## config.mk

```make
export PLATFORM = sky130hd
export DESIGN_NAME = pls_shift_register
export DESIGN_NICKNAME = d
export VERILOG_FILES = /design/src/inc/pls_pkg.sv /design/src/pls_sync.sv /design/src/pls_shift_register.sv
export VERILOG_INCLUDE_DIRS = /design/src /design/src/inc
export SDC_FILE = /design/constraint.sdc
export NUM_CORES = 1
export LEC_CHECK = 0
export BUFFER_PORTS_ARGS = -buffer_cell sky130_fd_sc_hd__buf_2
export CAP_MARGIN = 20
export CORE_UTILIZATION = 55
export CTS_CLUSTER_DIAMETER = 60
export CTS_CLUSTER_SIZE = 30
export DETAILED_ROUTE_END_ITERATION = 6
export PLACE_DENSITY = 0.77
export SLEW_MARGIN = 20
export SYNTH_ARGS = -nofsm -noshare
export SYNTH_HDL_FRONTEND = slang
export SYNTH_SLANG_ARGS = --single-unit
```

## constraint.sdc

```tcl
create_clock -name REF_CLK -period 4.2 [get_ports REF_CLK]
set_clock_uncertainty 0.1 [all_clocks]
set_input_delay 0.42 -clock REF_CLK [delete_from_list [all_inputs] [get_ports REF_CLK]]
set_output_delay 0.42 -clock REF_CLK [all_outputs]
set_load 0.01 [all_outputs]
```

## src/inc/pls_regs.svh

```systemverilog
/*
  Constants of the parallel-load shift register: stage count, pin bundle
  width and the reset values of the stages and of the sampled pins.
  Assumes it is included by bare name from the package and the design.
*/
`ifndef PLS_REGS_SVH
`define PLS_REGS_SVH

// Number of stages in the shift chain
`define PLS_WIDTH 8
// Width of the sampled pin bundle: load, clock, inhibit, serial, parallel
`define PLS_PIN_W 12
// Stage contents after reset
`define PLS_STAGE_RESET 8'h00
// Sampled pins after reset: load high, clock and inhibit high, data low
`define PLS_PIN_RESET 12'hE00
// Synchroniser depth
`define PLS_SYNC_DEPTH 2

`endif

```

## src/inc/pls_pkg.sv

```systemverilog
/*
  Types of the parallel-load shift register: the pin bundle and the mode
  decoded from it.
  Assumes pls_regs.svh is on the include path.
*/
`default_nettype none
`include "pls_regs.svh"

package pls_pkg;

  // Pins from the host, kept together through the synchroniser
  typedef struct packed {
    logic shift_load_n;
    logic clock_in;
    logic clock_inhibit;
    logic serial_in;
    logic [`PLS_WIDTH-1:0] parallel_in;
  } pls_pins_t;

  // Mode of the chain as seen from the sampled pins
  typedef enum logic [1:0] {
    PLS_ST_LOAD  = 2'b00,
    PLS_ST_HELD  = 2'b01,
    PLS_ST_ARMED = 2'b10
  } pls_state_t;

endpackage

`default_nettype wire

```

## src/pls_sync.sv

```systemverilog
/*
  Two-stage synchroniser for the pin bundle of the shift register.
  Assumes all inputs are asynchronous to REF_CLK; the reset value is a
  constant so that no edge appears on the internal clock at release.
*/
`default_nettype none
`include "pls_regs.svh"

module pls_sync (
  input wire logic clk, // Reference clock
  input wire logic rst, // Asynchronous reset, active high
  input wire pls_pkg::pls_pins_t pins_async, // Raw pins
  output pls_pkg::pls_pins_t pins_sync // Pins after two flip-flops
);

  logic [`PLS_PIN_W-1:0] meta_reg;
  logic [`PLS_PIN_W-1:0] sync_reg;

  // First stage feeds only the second stage
  always_ff @(posedge clk or posedge rst) begin
    if (rst) begin
      meta_reg <= `PLS_PIN_RESET;
    end else begin
      meta_reg <= pins_async;
    end
  end

  always_ff @(posedge clk or posedge rst) begin
    if (rst) begin
      sync_reg <= `PLS_PIN_RESET;
    end else begin
      sync_reg <= meta_reg;
    end
  end

  assign pins_sync = sync_reg;

endmodule

`default_nettype wire

```

## src/pls_shift_register.sv

```systemverilog
/*
  Eight-stage parallel-in, serial-out shift register with gated clock,
  continuous parallel load and complementary serial outputs.
  Assumes all pins arrive asynchronously to REF_CLK (10 MHz); the host's
  clock and inhibit must stay stable for at least three REF_CLK periods
  per level so that each internal clock edge is seen.
*/
`default_nettype none
`include "pls_regs.svh"

module pls_shift_register (
  input wire logic REF_CLK, // 10 MHz reference clock
  input wire logic RST, // Asynchronous reset, active high
  input wire logic SHIFT_LOAD_N, // Shift high, parallel load low
  input wire logic CLOCK_IN, // Gated clock input
  input wire logic CLOCK_INHIBIT, // Gated clock inhibit input
  input wire logic SERIAL_IN, // Serial data into first stage
  input wire logic [`PLS_WIDTH-1:0] PARALLEL_IN, // Direct stage data
  output logic FIRST_STAGE, // First stage content
  output logic LAST_STAGE_OUT, // Last stage, true
  output logic LAST_STAGE_OUT_N // Last stage, inverted
);

  pls_pkg::pls_pins_t pins_raw;
  pls_pkg::pls_pins_t pins;
  pls_pkg::pls_state_t state_reg;
  pls_pkg::pls_state_t state_next;
  logic [`PLS_WIDTH-1:0] stage_reg;
  logic [`PLS_WIDTH-1:0] stage_next;
  logic [`PLS_WIDTH-1:0] shifted;
  logic shift_pulse;

  // Mode from the sampled pins
  function automatic pls_pkg::pls_state_t decode_mode(
    input pls_pkg::pls_pins_t p
  );
    logic internal_clk;
    internal_clk = ~(p.clock_in | p.clock_inhibit);
    if (!p.shift_load_n) begin
      decode_mode = pls_pkg::PLS_ST_LOAD;
    end else if (internal_clk) begin
      decode_mode = pls_pkg::PLS_ST_ARMED;
    end else begin
      decode_mode = pls_pkg::PLS_ST_HELD;
    end
  endfunction

  assign pins_raw.shift_load_n = SHIFT_LOAD_N;
  assign pins_raw.clock_in = CLOCK_IN;
  assign pins_raw.clock_inhibit = CLOCK_INHIBIT;
  assign pins_raw.serial_in = SERIAL_IN;
  assign pins_raw.parallel_in = PARALLEL_IN;

  pls_sync u_sync (
    .clk(REF_CLK),
    .rst(RST),
    .pins_async(pins_raw),
    .pins_sync(pins)
  );

  assign state_next = decode_mode(pins);

  // Previous mode, used to find the internal clock's rising edge
  always_ff @(posedge REF_CLK or posedge RST) begin
    if (RST) begin
      state_reg <= pls_pkg::PLS_ST_HELD;
    end else begin
      state_reg <= state_next;
    end
  end

  // Edge only from held to armed; leaving load straight into armed is
  // no edge, whatever the internal clock was while in load
  always_comb begin
    case (state_reg)
      pls_pkg::PLS_ST_HELD: begin
        shift_pulse = (state_next == pls_pkg::PLS_ST_ARMED);
      end
      pls_pkg::PLS_ST_LOAD: begin
        shift_pulse = 1'b0;
      end
      pls_pkg::PLS_ST_ARMED: begin
        shift_pulse = 1'b0;
      end
      default: begin
        shift_pulse = 1'b0;
      end
    endcase
  end

  // Chain moves from first stage toward last
  assign shifted[0] = pins.serial_in;
  genvar i;
  generate
    for (i = 1; i < `PLS_WIDTH; i = i + 1) begin : g_chain
      assign shifted[i] = stage_reg[i-1];
    end
  endgenerate

  always_comb begin
    case (state_next)
      pls_pkg::PLS_ST_LOAD: begin
        stage_next = pins.parallel_in;
      end
      pls_pkg::PLS_ST_ARMED: begin
        // Parallel inputs are not looked at here
        stage_next = shift_pulse ? shifted : stage_reg;
      end
      pls_pkg::PLS_ST_HELD: begin
        stage_next = stage_reg;
      end
      default: begin
        stage_next = stage_reg;
      end
    endcase
  end

  always_ff @(posedge REF_CLK or posedge RST) begin
    if (RST) begin
      stage_reg <= `PLS_STAGE_RESET;
    end else begin
      stage_reg <= stage_next;
    end
  end

  // Outputs registered from the same next value as the stages
  always_ff @(posedge REF_CLK or posedge RST) begin
    if (RST) begin
      FIRST_STAGE <= 1'b0;
      LAST_STAGE_OUT <= 1'b0;
      LAST_STAGE_OUT_N <= 1'b1;
    end else begin
      FIRST_STAGE <= stage_next[0];
      LAST_STAGE_OUT <= stage_next[`PLS_WIDTH-1];
      LAST_STAGE_OUT_N <= ~stage_next[`PLS_WIDTH-1];
    end
  end

endmodule

`default_nettype wire

```

==> metrics.txt, run 1 <==
# TYPE chip_impl_metric gauge
chip_impl_metric{name="dpl.hpwl",unit="um"} 914
chip_impl_metric{name="post_route_cells_drive_above_1_share",unit="%"} 38.0
chip_impl_info{name="status",value="finished clean"} 1
chip_impl_metric{name="fin_hold_viols",unit=""} 0
chip_impl_info{name="clock_tree_from_tritoncts",value="done"} 1
chip_impl_metric{name="place_congestion",unit=""} 0.792
chip_impl_info{name="crit-reg2reg-capture",value="stage_reg[6]"} 1
chip_impl_metric{name="grt_max_degree",unit=""} 36
chip_impl_metric{name="cts-hold-fix-buffers",unit=""} 0
chip_impl_metric{name="static_leakage_power",unit="nW"} 0.616
chip_impl_metric{name="die-width",unit="um"} 46.8
chip_impl_metric{name="grt_pass1_vias",unit=""} 591
chip_impl_metric{name="path_clk_slew",unit="ns"} 0.11
chip_impl_metric{name="detail_route.wirelength",unit="mm"} 1.48
chip_impl_metric{name="pre_cts_ws",unit="ns"} 2.65
chip_impl_metric{name="ys_seq_area_share",unit="%"} 80.1
chip_impl_metric{name="syn_avg_cell_area",unit="um2"} 16.0
chip_impl_metric{name="slew_limit_fails",unit=""} 0
chip_impl_metric{name="slew_headroom",unit="%"} 65.3
chip_impl_info{name="critical-path-slowest-cell",value="sky130_fd_sc_hd__dfstp_2"} 1
chip_impl_metric{name="final_design_area_no_fill",unit="um2"} 1320
chip_impl_metric{name="cp.arrival",unit="ns"} 1.72
chip_impl_metric{name="utilization_of_the_core_after_routing",unit="%"} 73.3
chip_impl_metric{name="globalRouteTotalUtil",unit="%"} 18.2
chip_impl_metric{name="dr_total_vias",unit=""} 614
chip_impl_metric{name="final.period_utilization",unit="%"} 37.7
chip_impl_metric{name="fmax",unit="MHz"} 632
chip_impl_metric{name="final_cells",unit=""} 117
chip_impl_info{name="rsz0062_at_grt",value="false"} 1
chip_impl_metric{name="post_cts.repair.setup_buffers",unit=""} 0
chip_impl_metric{name="global_route_overflow",unit=""} 0
chip_impl_metric{name="chipHeight",unit="um"} 46.8
chip_impl_metric{name="global_route_wire_length_before_repair",unit="mm"} 2.44
chip_impl_info{name="hp-class",value="in2async"} 1
chip_impl_metric{name="drt-pass1-iter-count",unit=""} 4
chip_impl_metric{name="synth.top_cell.area_share",unit="%"} 61.1
chip_impl_metric{name="powerDensity",unit="nW/um2"} 533
chip_impl_metric{name="critical_path_peak_fanout",unit=""} 8
chip_impl_metric{name="postPlaceCellArea",unit="um2"} 1220
chip_impl_metric{name="maximum_count_of_clock_buffers_along_a_single_path",unit=""} 2
chip_impl_metric{name="design.die.area",unit="um2"} 2190
chip_impl_metric{name="routed_wire_length_per_instance",unit="um"} 12.6
chip_impl_metric{name="via_per_inst",unit=""} 5.25
chip_impl_metric{name="period_minus_slack",unit="ns"} 1.58
chip_impl_info{name="synth_top_cells_by_area",value="sky130_fd_sc_hd__dfrtp_1 (61%), sky130_fd_sc_hd__dfstp_2 (19%), sky130_fd_sc_hd__a221o_1 (6.3%)"} 1
chip_impl_metric{name="flow.area_growth_from_synthesis",unit="%"} 19.5
chip_impl_metric{name="postSynthNetCount",unit=""} 83
chip_impl_metric{name="initial_utilization",unit="%"} 61.4
chip_impl_metric{name="dr.first_iter.drc_count",unit=""} 12
chip_impl_info{name="criticalPathCategory",value="reg2reg"} 1
chip_impl_metric{name="cts-htree-levels",unit=""} 2
chip_impl_metric{name="number_of_cell_instances_on_the_worst_register_to_register_path",unit=""} 3
chip_impl_metric{name="synth.yosys.warnings",unit=""} 0
chip_impl_metric{name="detail_route.drc_violations",unit=""} 0
chip_impl_metric{name="antenna_cells",unit=""} 0
chip_impl_metric{name="final.fill_count",unit=""} 117
chip_impl_info{name="most_common_cell_after_layout_fill_and_taps_aside",value="sky130_fd_sc_hd__dfrtp_1"} 1
chip_impl_metric{name="cp.buffers_inverters",unit=""} 0
chip_impl_metric{name="timing.final.setup_violations",unit=""} 0
chip_impl_metric{name="clock_sink_count",unit=""} 35
chip_impl_metric{name="ys_ff_latch",unit=""} 35
chip_impl_metric{name="syn_area",unit="um2"} 1110
chip_impl_metric{name="cts_buffers",unit=""} 5
chip_impl_metric{name="worst_ep_required_time",unit="ns"} 4.33
chip_impl_metric{name="yosys.cell_types.count",unit=""} 16
chip_impl_metric{name="worst_slew_pin_slew",unit="ns"} 0.519
chip_impl_metric{name="timing.max_cap.violations",unit=""} 0
chip_impl_metric{name="total_area_of_multi_input_combinational_cells",unit="um2"} 204
chip_impl_metric{name="final_critical_path_setup_slack",unit="ns"} 2.62
chip_impl_info{name="worstSetupStartpointType",value="flip-flop"} 1
chip_impl_metric{name="fin_setup_tns",unit="ns"} 0
chip_impl_metric{name="core",unit="um2"} 1800
chip_impl_metric{name="post_cts.resized_instances",unit=""} 0
chip_impl_metric{name="drtAntennaViolNets",unit=""} 0
chip_impl_info{name="critical_path.endpoint_type",value="flip-flop"} 1
chip_impl_metric{name="grt_antenna_before_repair",unit=""} 0
chip_impl_metric{name="dp_cells",unit=""} 109
chip_impl_info{name="r2r-start",value="state_reg[0]"} 1
chip_impl_metric{name="ir_worst_vdd",unit="mV"} 0.467
chip_impl_info{name="critPathTopFamily",value="flip-flops"} 1
chip_impl_info{name="commonest_cells_after_routing_fill_and_taps_aside",value="sky130_fd_sc_hd__dfrtp_1 (27), sky130_fd_sc_hd__buf_2 (16), sky130_fd_sc_hd__nor2_1 (9)"} 1
chip_impl_metric{name="clock_insertion_delay_worst_skew",unit="ns"} 0.34
chip_impl_metric{name="synth_cells",unit=""} 69
chip_impl_metric{name="timing.reg2reg.setup_slack",unit="ns"} 2.62
chip_impl_metric{name="floorplan.io_pins",unit=""} 17
chip_impl_info{name="yosysTopAreaCell",value="sky130_fd_sc_hd__dfrtp_1"} 1
chip_impl_metric{name="io_buffer_count",unit=""} 16
chip_impl_metric{name="layout.area.seq",unit="um2"} 886
chip_impl_info{name="cp_cell_sequence",value="nor4b_4, nor2_1, a221o_1"} 1
chip_impl_metric{name="critical-path-max-stage-delay",unit="ns"} 0.55
chip_impl_info{name="clockRootBuffer",value="sky130_fd_sc_hd__clkbuf_4"} 1
chip_impl_metric{name="count_of_standard_cell_rows",unit=""} 15
chip_impl_metric{name="num-nets-final",unit=""} 105
-- synthesized netlist by cell type --
cell / count
sky130_fd_sc_hd__inv_1: 2
sky130_fd_sc_hd__buf_2: 1
sky130_fd_sc_hd__nor3_1: 1
sky130_fd_sc_hd__mux2i_1: 1
sky130_fd_sc_hd__nor4b_4: 1
sky130_fd_sc_hd__a21oi_1: 1
sky130_fd_sc_hd__nor2b_1: 1
sky130_fd_sc_hd__nor2_1: 9
sky130_fd_sc_hd__a221oi_1: 1
sky130_fd_sc_hd__buf_1: 1
sky130_fd_sc_hd__nor2b_2: 1
sky130_fd_sc_hd__dfrtp_1: 27
sky130_fd_sc_hd__dfstp_2: 8
sky130_fd_sc_hd__nand2_1: 6
sky130_fd_sc_hd__a221o_1: 7
sky130_fd_sc_hd__and4b_1: 1
-- power by group --
group / internal (mW) / switching (mW) / total (mW)
Sequential: 0.362 / 0.0118 / 0.374
Clock: 0.185 / 0.111 / 0.296
Combinational: 0.0173 / 0.0176 / 0.0349
Total: 0.564 / 0.140 / 0.704
-- metrics by stage --
stage	power, mW	hold slack, ns
after CTS	0.712	0.0515
after global routing	0.731	0.0516
final	0.704	0.0460
after global placement	0.413	0.232
after floorplan	0.400	0.231
after detailed placement	0.415	0.236
-- worst reg2reg max path: stages (launching register included) --
cell and delay, ns:
sky130_fd_sc_hd__dfstp_2 0.55, sky130_fd_sc_hd__nor4b_4 0.44, sky130_fd_sc_hd__nor2_1 0.12, sky130_fd_sc_hd__a221o_1 0.27
-- per-layer routing --
metal  track usage [%]  part of all wire, %  vias up
met3              10.4                  8.1        8
met5                 0                    0        -
met1              20.4                   42      297
li1                  -                    -      283
met4              12.0                  3.5        0
met2              26.4                   47       26
-- worst max path at each step --
stage          slack [ns]           startpoint          endpoint  cells after the start
4_1_cts              2.63         state_reg[0]      stage_reg[6]                      3
3_3_place_gp         2.68         state_reg[0]         flip-flop                      3
3_5_place_dp         2.65         state_reg[0]      stage_reg[5]                      3
6_report             2.62         state_reg[0]      stage_reg[6]                      3
2_1_floorplan        2.74  u_sync.pins_sync[9]         flip-flop                      4
5_1_grt              2.52         state_reg[0]  LAST_STAGE_OUT_N                      3
-- cell families after synthesis --
| logic type | synth area share (%) |
|---|---|
| flops | 80.1 |
| mux | 0.905 |
| compound gates | 7.58 |
| buf+inv | 1.47 |
| simple gates | 9.95 |
-- final cells by class --
class / count / area share [%]
Sequential cell: 35 / 67.0
Inverter: 2 / 0.568
Multi-Input combinational cell: 30 / 15.4
Clock inverter: 3 / 5.11
Timing Repair Buffer: 17 / 6.63
Clock buffer: 5 / 2.84
Tap cell: 25 / 2.37
No activity file was read; power rests on OpenSTA's default activity.
==> inputs of run 2 (changes only) <==
--- a/config.mk
+++ b/config.mk
@@ -8,11 +8,11 @@
 export LEC_CHECK = 0
 export BUFFER_PORTS_ARGS = -buffer_cell sky130_fd_sc_hd__buf_2
 export CAP_MARGIN = 20
-export CORE_UTILIZATION = 55
+export CORE_UTILIZATION = 47
 export CTS_CLUSTER_DIAMETER = 60
 export CTS_CLUSTER_SIZE = 30
 export DETAILED_ROUTE_END_ITERATION = 6
-export PLACE_DENSITY = 0.77
+export PLACE_DENSITY = 0.7
 export SLEW_MARGIN = 20
 export SYNTH_ARGS = -nofsm -noshare
 export SYNTH_HDL_FRONTEND = slang
==> constraint.sdc (replaced) <==
create_clock -name REF_CLK -period 1.3 [get_ports REF_CLK]
set_clock_uncertainty 0.1 [all_clocks]
set_input_delay 0.13 -clock REF_CLK [delete_from_list [all_inputs] [get_ports REF_CLK]]
set_output_delay 0.13 -clock REF_CLK [all_outputs]
set_load 0.01 [all_outputs]
==> metrics.txt, run 2 (same netlist as run 1, synthesis figures left out) <==
# TYPE chip_impl_metric gauge
chip_impl_metric{name="totalPowerFinal",unit="mW"} 1.95
chip_impl_metric{name="ir_worst_vdd",unit="mV"} 1.06
chip_impl_metric{name="clock_insertion_delay_worst_skew",unit="ns"} 0.32
chip_impl_info{name="worstHoldStart",value="u_sync.meta_reg[5]"} 1
chip_impl_metric{name="floorplan.io_pins",unit=""} 17
chip_impl_metric{name="dpl.hpwl",unit="mm"} 1.01
chip_impl_metric{name="die-width",unit="um"} 50.5
chip_impl_metric{name="critical_path_peak_fanout",unit=""} 8
chip_impl_metric{name="initial_utilization",unit="%"} 50.0
chip_impl_metric{name="slew_headroom",unit="%"} 72.4
chip_impl_info{name="r2r-start",value="u_sync.pins_sync[9]"} 1
chip_impl_info{name="violations",value="setup timing"} 1
chip_impl_metric{name="grt_antenna_before_repair",unit=""} 0
chip_impl_metric{name="static_leakage_power",unit="nW"} 0.677
chip_impl_metric{name="final_cells",unit=""} 137
chip_impl_metric{name="slew_limit_fails",unit=""} 0
chip_impl_metric{name="worst_slew_pin_slew",unit="ns"} 0.414
chip_impl_metric{name="routed_wire_length_per_instance",unit="um"} 11.6
chip_impl_metric{name="place_congestion",unit=""} 0.823
chip_impl_metric{name="path_clk_slew",unit="ns"} 0.09
chip_impl_metric{name="grt_pass1_vias",unit=""} 640
chip_impl_info{name="hp-class",value="reg2reg"} 1
chip_impl_metric{name="timing.max_cap.violations",unit=""} 0
chip_impl_metric{name="post_route_cells_drive_above_1_share",unit="%"} 36.7
chip_impl_metric{name="grt_max_degree",unit=""} 36
chip_impl_metric{name="cp.arrival",unit="ns"} 1.55
chip_impl_metric{name="io_buffer_count",unit=""} 16
chip_impl_metric{name="globalRouteTotalUtil",unit="%"} 15.6
chip_impl_info{name="criticalPathCategory",value="reg2reg"} 1
chip_impl_info{name="worstSetupStartpointType",value="flip-flop"} 1
chip_impl_metric{name="via_per_inst",unit=""} 4.74
chip_impl_metric{name="detail_route.drc_violations",unit=""} 0
chip_impl_metric{name="detail_route.wirelength",unit="mm"} 1.59
chip_impl_metric{name="final.fill_count",unit=""} 160
chip_impl_metric{name="drtAntennaViolNets",unit=""} 0
chip_impl_metric{name="cts_buffers",unit=""} 5
chip_impl_info{name="clockRootBuffer",value="sky130_fd_sc_hd__clkbuf_4"} 1
chip_impl_metric{name="global_route_overflow",unit=""} 0
chip_impl_info{name="status",value="finished, violations left"} 1
chip_impl_metric{name="final.period_utilization",unit="%"} 111
chip_impl_metric{name="num-nets-final",unit=""} 122
chip_impl_metric{name="dp_cells",unit=""} 116
chip_impl_metric{name="antenna_cells",unit=""} 0
chip_impl_metric{name="chipHeight",unit="um"} 50.5
chip_impl_metric{name="period_minus_slack",unit="ns"} 1.45
chip_impl_metric{name="fin_hold_viols",unit=""} 0
chip_impl_info{name="critical_path.endpoint_type",value="flip-flop"} 1
chip_impl_metric{name="global_route_wire_length_before_repair",unit="mm"} 2.78
chip_impl_info{name="commonest_cells_after_routing_fill_and_taps_aside",value="sky130_fd_sc_hd__dfrtp_1 (27), sky130_fd_sc_hd__buf_2 (16), sky130_fd_sc_hd__dlygate4sd3_1 (13)"} 1
chip_impl_metric{name="timing.final.setup_violations",unit=""} 9
chip_impl_info{name="clock_tree_from_tritoncts",value="done"} 1
chip_impl_info{name="crit_path_start",value="u_sync.pins_sync[9]"} 1
chip_impl_metric{name="powerDensity",unit="nW/um2"} 1340
chip_impl_info{name="rsz0062_at_grt",value="true"} 1
chip_impl_metric{name="clock_sink_count",unit=""} 35
chip_impl_metric{name="count_of_standard_cell_rows",unit=""} 17
chip_impl_metric{name="drt-pass1-iter-count",unit=""} 4
chip_impl_metric{name="design.die.area",unit="um2"} 2550
chip_impl_metric{name="maximum_count_of_clock_buffers_along_a_single_path",unit=""} 2
chip_impl_metric{name="dr_total_vias",unit=""} 649
chip_impl_metric{name="final_critical_path_setup_slack",unit="ns"} -0.148
chip_impl_metric{name="worst_ep_required_time",unit="ns"} 1.40
chip_impl_metric{name="fmax",unit="MHz"} 691
chip_impl_metric{name="dr.first_iter.drc_count",unit=""} 17
chip_impl_info{name="most_common_cell_after_layout_fill_and_taps_aside",value="sky130_fd_sc_hd__dfrtp_1"} 1
chip_impl_metric{name="core",unit="um2"} 2210
chip_impl_metric{name="cts-htree-levels",unit=""} 2
chip_impl_metric{name="flow.area_growth_from_synthesis",unit="%"} 31.3
[run 2: changes by cell type in the layout (fill, tap and decap cells not counted), sizes merged]
cell,before,now
dlygate4sd3,0,13
buf,17,21
bufinv,2,0
clkbuf,5,7
clkinv,0,1
clkinvlp,1,0
[run 2: metrics by stage]
step | setup slack [ns] | setup TNS [ns] | hold slack [ns] | area (um2) | utilization [%]
after floorplan | -0.153 | -1.07 | 0.0345 | 1110 | -
after global placement | -0.148 | -0.893 | 0.129 | 1250 | 56.5
after detailed placement | -0.201 | -1.29 | 0.136 | 1250 | 56.5
after CTS | -0.146 | -1.06 | 0.256 | 1450 | 65.7
after global routing | -0.212 | -1.67 | 0.266 | 1450 | 65.7
final | -0.148 | -1.04 | 0.255 | 1450 | 65.7
[run 2: report_power, final]
part	internal (mW)	total, mW	switching [mW]	leakage, nW
logic	0.0921	0.164	0.0719	0.238
clock network	0.262	0.587	0.324	0.0353
registers	1.17	1.20	0.0322	0.404
total	1.52	1.95	0.429	0.677
[run 2: final cells by class]
class                      count  area [um2]  share of cell area [%]
tap                           28        35.0                    2.41
timing repair buffer          34         251                    17.3
multi-input combinational     30         213                    14.6
inverter                       2        7.51                   0.517
sequential                    35         886                    61.0
clock buffer                   7        55.1                    3.79
clock inverter                 1        5.00                   0.345
[run 2: worst paths after layout]
kind | endpoint | slack [ns] | cells after the start
worst min-delay path | u_sync.pins_sync[5] | 0.26 | 0
worst max register to register | flip-flop | -0.15 | 3
worst max-delay path | flip-flop | -0.15 | 3
min in group asynchronous | stage_reg[4] | 0.34 | 4
worst min register to register | u_sync.pins_sync[5] | 0.26 | 0
max in group asynchronous | u_sync.pins_sync[11] | 0.43 | 4
[run 2: critical path, stage by stage (launching register included)]
cell and delay, ns:
sky130_fd_sc_hd__dfstp_2 0.58, sky130_fd_sc_hd__nor2_2 0.06, sky130_fd_sc_hd__and4b_2 0.27, sky130_fd_sc_hd__a221o_1 0.33
[run 2: what timing repair did]
action / in CTS / in global routing
gates resized for setup: 4 / 0
setup buffers: 0 / 0
endpoints found under the setup margin: 9 / 9
hold buffers: 13 / 0
hold endpoints to repair: 39 / 0
pin swaps: 3 / 0
[run 2: routing by layer]
metal  up-vias  track usage, %  wire length, um
met5         -               0                0
met2        22            22.0              736
met4         0            6.94               14
met1       310            20.6              759
met3         2            7.27               83
li1        315               -                -
==> inputs of run 3 (changes only) <==
==> constraint.sdc (replaced) <==
create_clock -name REF_CLK -period 1.2 [get_ports REF_CLK]
set_clock_uncertainty 0.1 [all_clocks]
set_input_delay 0.12 -clock REF_CLK [delete_from_list [all_inputs] [get_ports REF_CLK]]
set_output_delay 0.12 -clock REF_CLK [all_outputs]
set_load 0.01 [all_outputs]
==> metrics.txt, run 3 (same netlist as run 1, synthesis figures left out) <==
# TYPE chip_impl_metric gauge
chip_impl_metric{name="global_route_wire_length_before_repair",unit="mm"} 3.07
chip_impl_info{name="worstSetupStartpointType",value="flip-flop"} 1
chip_impl_metric{name="fmax",unit="MHz"} 693
chip_impl_metric{name="fin_hold_viols",unit=""} 0
chip_impl_info{name="worstHoldStart",value="u_sync.meta_reg[5]"} 1
chip_impl_metric{name="clock_sink_count",unit=""} 35
chip_impl_metric{name="detail_route.drc_violations",unit=""} 0
chip_impl_metric{name="timing.max_cap.violations",unit=""} 0
chip_impl_info{name="status",value="finished, violations left"} 1
chip_impl_metric{name="slew_limit_fails",unit=""} 0
chip_impl_metric{name="place_congestion",unit=""} 0.816
chip_impl_metric{name="number_of_cell_instances_on_the_worst_register_to_register_path",unit=""} 4
chip_impl_metric{name="antenna_cells",unit=""} 0
chip_impl_info{name="rsz0062_at_grt",value="true"} 1
chip_impl_metric{name="dr_total_vias",unit=""} 683
chip_impl_metric{name="grt_antenna_before_repair",unit=""} 0
chip_impl_info{name="most_common_cell_after_layout_fill_and_taps_aside",value="sky130_fd_sc_hd__dfrtp_1"} 1
chip_impl_info{name="r2r-start",value="state_reg[0]"} 1
chip_impl_metric{name="num-nets-final",unit=""} 123
chip_impl_metric{name="design.die.area",unit="um2"} 2550
chip_impl_metric{name="total_switching_power",unit="mW"} 0.484
chip_impl_metric{name="global_route_overflow",unit=""} 0
chip_impl_metric{name="drtAntennaViolNets",unit=""} 0
chip_impl_metric{name="share_comb_of_total_power",unit="%"} 8.3
chip_impl_metric{name="worst_ep_required_time",unit="ns"} 1.31
chip_impl_metric{name="die-width",unit="um"} 50.5
chip_impl_metric{name="globalRouteTotalUtil",unit="%"} 17.9
chip_impl_metric{name="totalPowerFinal",unit="mW"} 2.36
chip_impl_metric{name="final.fill_count",unit=""} 165
chip_impl_info{name="commonest_cells_after_routing_fill_and_taps_aside",value="sky130_fd_sc_hd__dfrtp_1 (27), sky130_fd_sc_hd__buf_2 (15), sky130_fd_sc_hd__dlygate4sd3_1 (13)"} 1
chip_impl_metric{name="timing.reg2reg.setup_slack",unit="ns"} -0.24
chip_impl_metric{name="cp.arrival",unit="ns"} 1.55
chip_impl_metric{name="cts_buffers",unit=""} 5
chip_impl_metric{name="drt-pass1-iter-count",unit=""} 4
chip_impl_metric{name="via_per_inst",unit=""} 4.95
chip_impl_metric{name="grt_pass1_vias",unit=""} 721
chip_impl_metric{name="post_route_cells_drive_above_1_share",unit="%"} 40.9
chip_impl_info{name="clock_tree_from_tritoncts",value="done"} 1
chip_impl_metric{name="critical_path_peak_fanout",unit=""} 8
chip_impl_metric{name="internal_power",unit="mW"} 1.87
chip_impl_metric{name="cts-htree-levels",unit=""} 2
chip_impl_metric{name="power.share.sequential",unit="%"} 55.4
chip_impl_metric{name="power_switching_share",unit="%"} 20.6
chip_impl_metric{name="dp_cells",unit=""} 117
chip_impl_metric{name="detail_route.wirelength",unit="mm"} 1.78
chip_impl_metric{name="count_of_standard_cell_rows",unit=""} 17
chip_impl_metric{name="power_frac_clock",unit="%"} 36.3
chip_impl_metric{name="chipHeight",unit="um"} 50.5
chip_impl_metric{name="core",unit="um2"} 2210
chip_impl_info{name="critical-path-slowest-cell",value="sky130_fd_sc_hd__dfstp_2"} 1
chip_impl_metric{name="io_buffer_count",unit=""} 16
chip_impl_metric{name="final.period_utilization",unit="%"} 120
chip_impl_metric{name="period_minus_slack",unit="ns"} 1.44
chip_impl_metric{name="static_leakage_power",unit="nW"} 0.704
chip_impl_metric{name="flow.area_growth_from_synthesis",unit="%"} 37.2
chip_impl_metric{name="maximum_count_of_clock_buffers_along_a_single_path",unit=""} 2
chip_impl_metric{name="grt_max_degree",unit=""} 36
chip_impl_metric{name="dpl.hpwl",unit="mm"} 1.05
chip_impl_metric{name="floorplan.io_pins",unit=""} 17
chip_impl_metric{name="dr.first_iter.drc_count",unit=""} 17
chip_impl_metric{name="timing.final.setup_violations",unit=""} 9
chip_impl_metric{name="initial_utilization",unit="%"} 50.0
chip_impl_metric{name="routed_wire_length_per_instance",unit="um"} 12.9
chip_impl_metric{name="critical-path-max-stage-delay",unit="ns"} 0.54
chip_impl_metric{name="clock_insertion_delay_worst_skew",unit="ns"} 0.32
chip_impl_metric{name="slew_headroom",unit="%"} 85.9
chip_impl_metric{name="path_clk_slew",unit="ns"} 0.10
chip_impl_metric{name="ir_worst_vdd",unit="mV"} 1.20
chip_impl_info{name="crit_path_start",value="state_reg[0]"} 1
chip_impl_metric{name="final_critical_path_setup_slack",unit="ns"} -0.243
chip_impl_info{name="clockRootBuffer",value="sky130_fd_sc_hd__clkbuf_4"} 1
chip_impl_metric{name="final_cells",unit=""} 138
chip_impl_info{name="cp_cell_sequence",value="nor4b_4, buf_6, nor2b_4, a221o_1"} 1
chip_impl_info{name="violations",value="setup timing"} 1
chip_impl_info{name="hp-class",value="reg2reg"} 1
chip_impl_info{name="critical_path.endpoint_type",value="flip-flop"} 1
chip_impl_metric{name="post_cts.repair.setup_buffers",unit=""} 0
chip_impl_info{name="criticalPathCategory",value="reg2reg"} 1
chip_impl_metric{name="worst_slew_pin_slew",unit="ns"} 0.210
chip_impl_metric{name="powerDensity",unit="nW/um2"} 1550
-- run 3: critical path: cells and delay by family (launching register included) --
family                 cells  cell delay [ns]
and+or+nand+nor            2             0.25
DFF                        1             0.54
AOI/OAI and AO/OA          1             0.28
buffers and inverters      1             0.17
-- run 3: cell type report --
| class | instances | area [um2] | area share (%) |
|---|---|---|---|
| clock buffers | 6 | 51.3 | 3.38 |
| inverters | 2 | 7.51 | 0.495 |
| well taps | 28 | 35.0 | 2.31 |
| repair buffers | 35 | 282 | 18.5 |
| clock inverters | 2 | 35.0 | 2.31 |
| multi-input cells | 30 | 221 | 14.6 |
| flip-flops and latches | 35 | 886 | 58.4 |
-- run 3: repair_timing --
item,in CTS,in global routing
hold buffers,13,0
gates cloned,0,0
gates resized for setup,5,4
setup endpoints to repair,10,11
pin swaps,4,2
hold endpoints to repair,47,0
-- run 3: power groups by stage --
stage	combinational (mW)	sequential [mW]	clock (mW)
2_1_floorplan	0.0801	1.32	0
3_3_place_gp	0.144	1.32	0
3_5_place_dp	0.151	1.32	0
4_1_cts	0.187	1.30	0.873
5_1_grt	0.218	1.31	0.933
6_report	0.195	1.30	0.856
-- run 3: metrics by stage --
step	cell area (um2)	TNS (ns)	hold WS [ns]	utilization (%)	worst slack [ns]
2_1_floorplan	1110	-1.97	0.0245	-	-0.253
3_5_place_dp	1270	-2.12	0.0741	57.4	-0.286
5_1_grt	1520	-2.40	0.264	68.6	-0.291
6_report	1520	-1.88	0.257	68.6	-0.243
4_1_cts	1500	-2.04	0.258	67.8	-0.247
3_3_place_gp	1270	-1.81	0.0701	57.4	-0.250
-- run 3: worst min path at each step --
stage	end	slack, ns	cells after the start
2_1_floorplan	u_sync.meta_reg[10]	0.02	0
3_3_place_gp	state_reg[1]	0.07	3
3_5_place_dp	u_sync.pins_sync[7]	0.07	3
4_1_cts	stage_reg[5]	0.26	4
5_1_grt	u_sync.pins_sync[9]	0.26	0
6_report	u_sync.pins_sync[5]	0.26	0
-- run 3: metal layers --
layer  wire length (um)  global-route usage [%]  up-vias
met1                687                    17.9      345
met3                 79                    8.79        2
met4                 12                    8.80        0
li1                   -                       -      316
met2                995                    30.7       20
met5                  0                       0        -
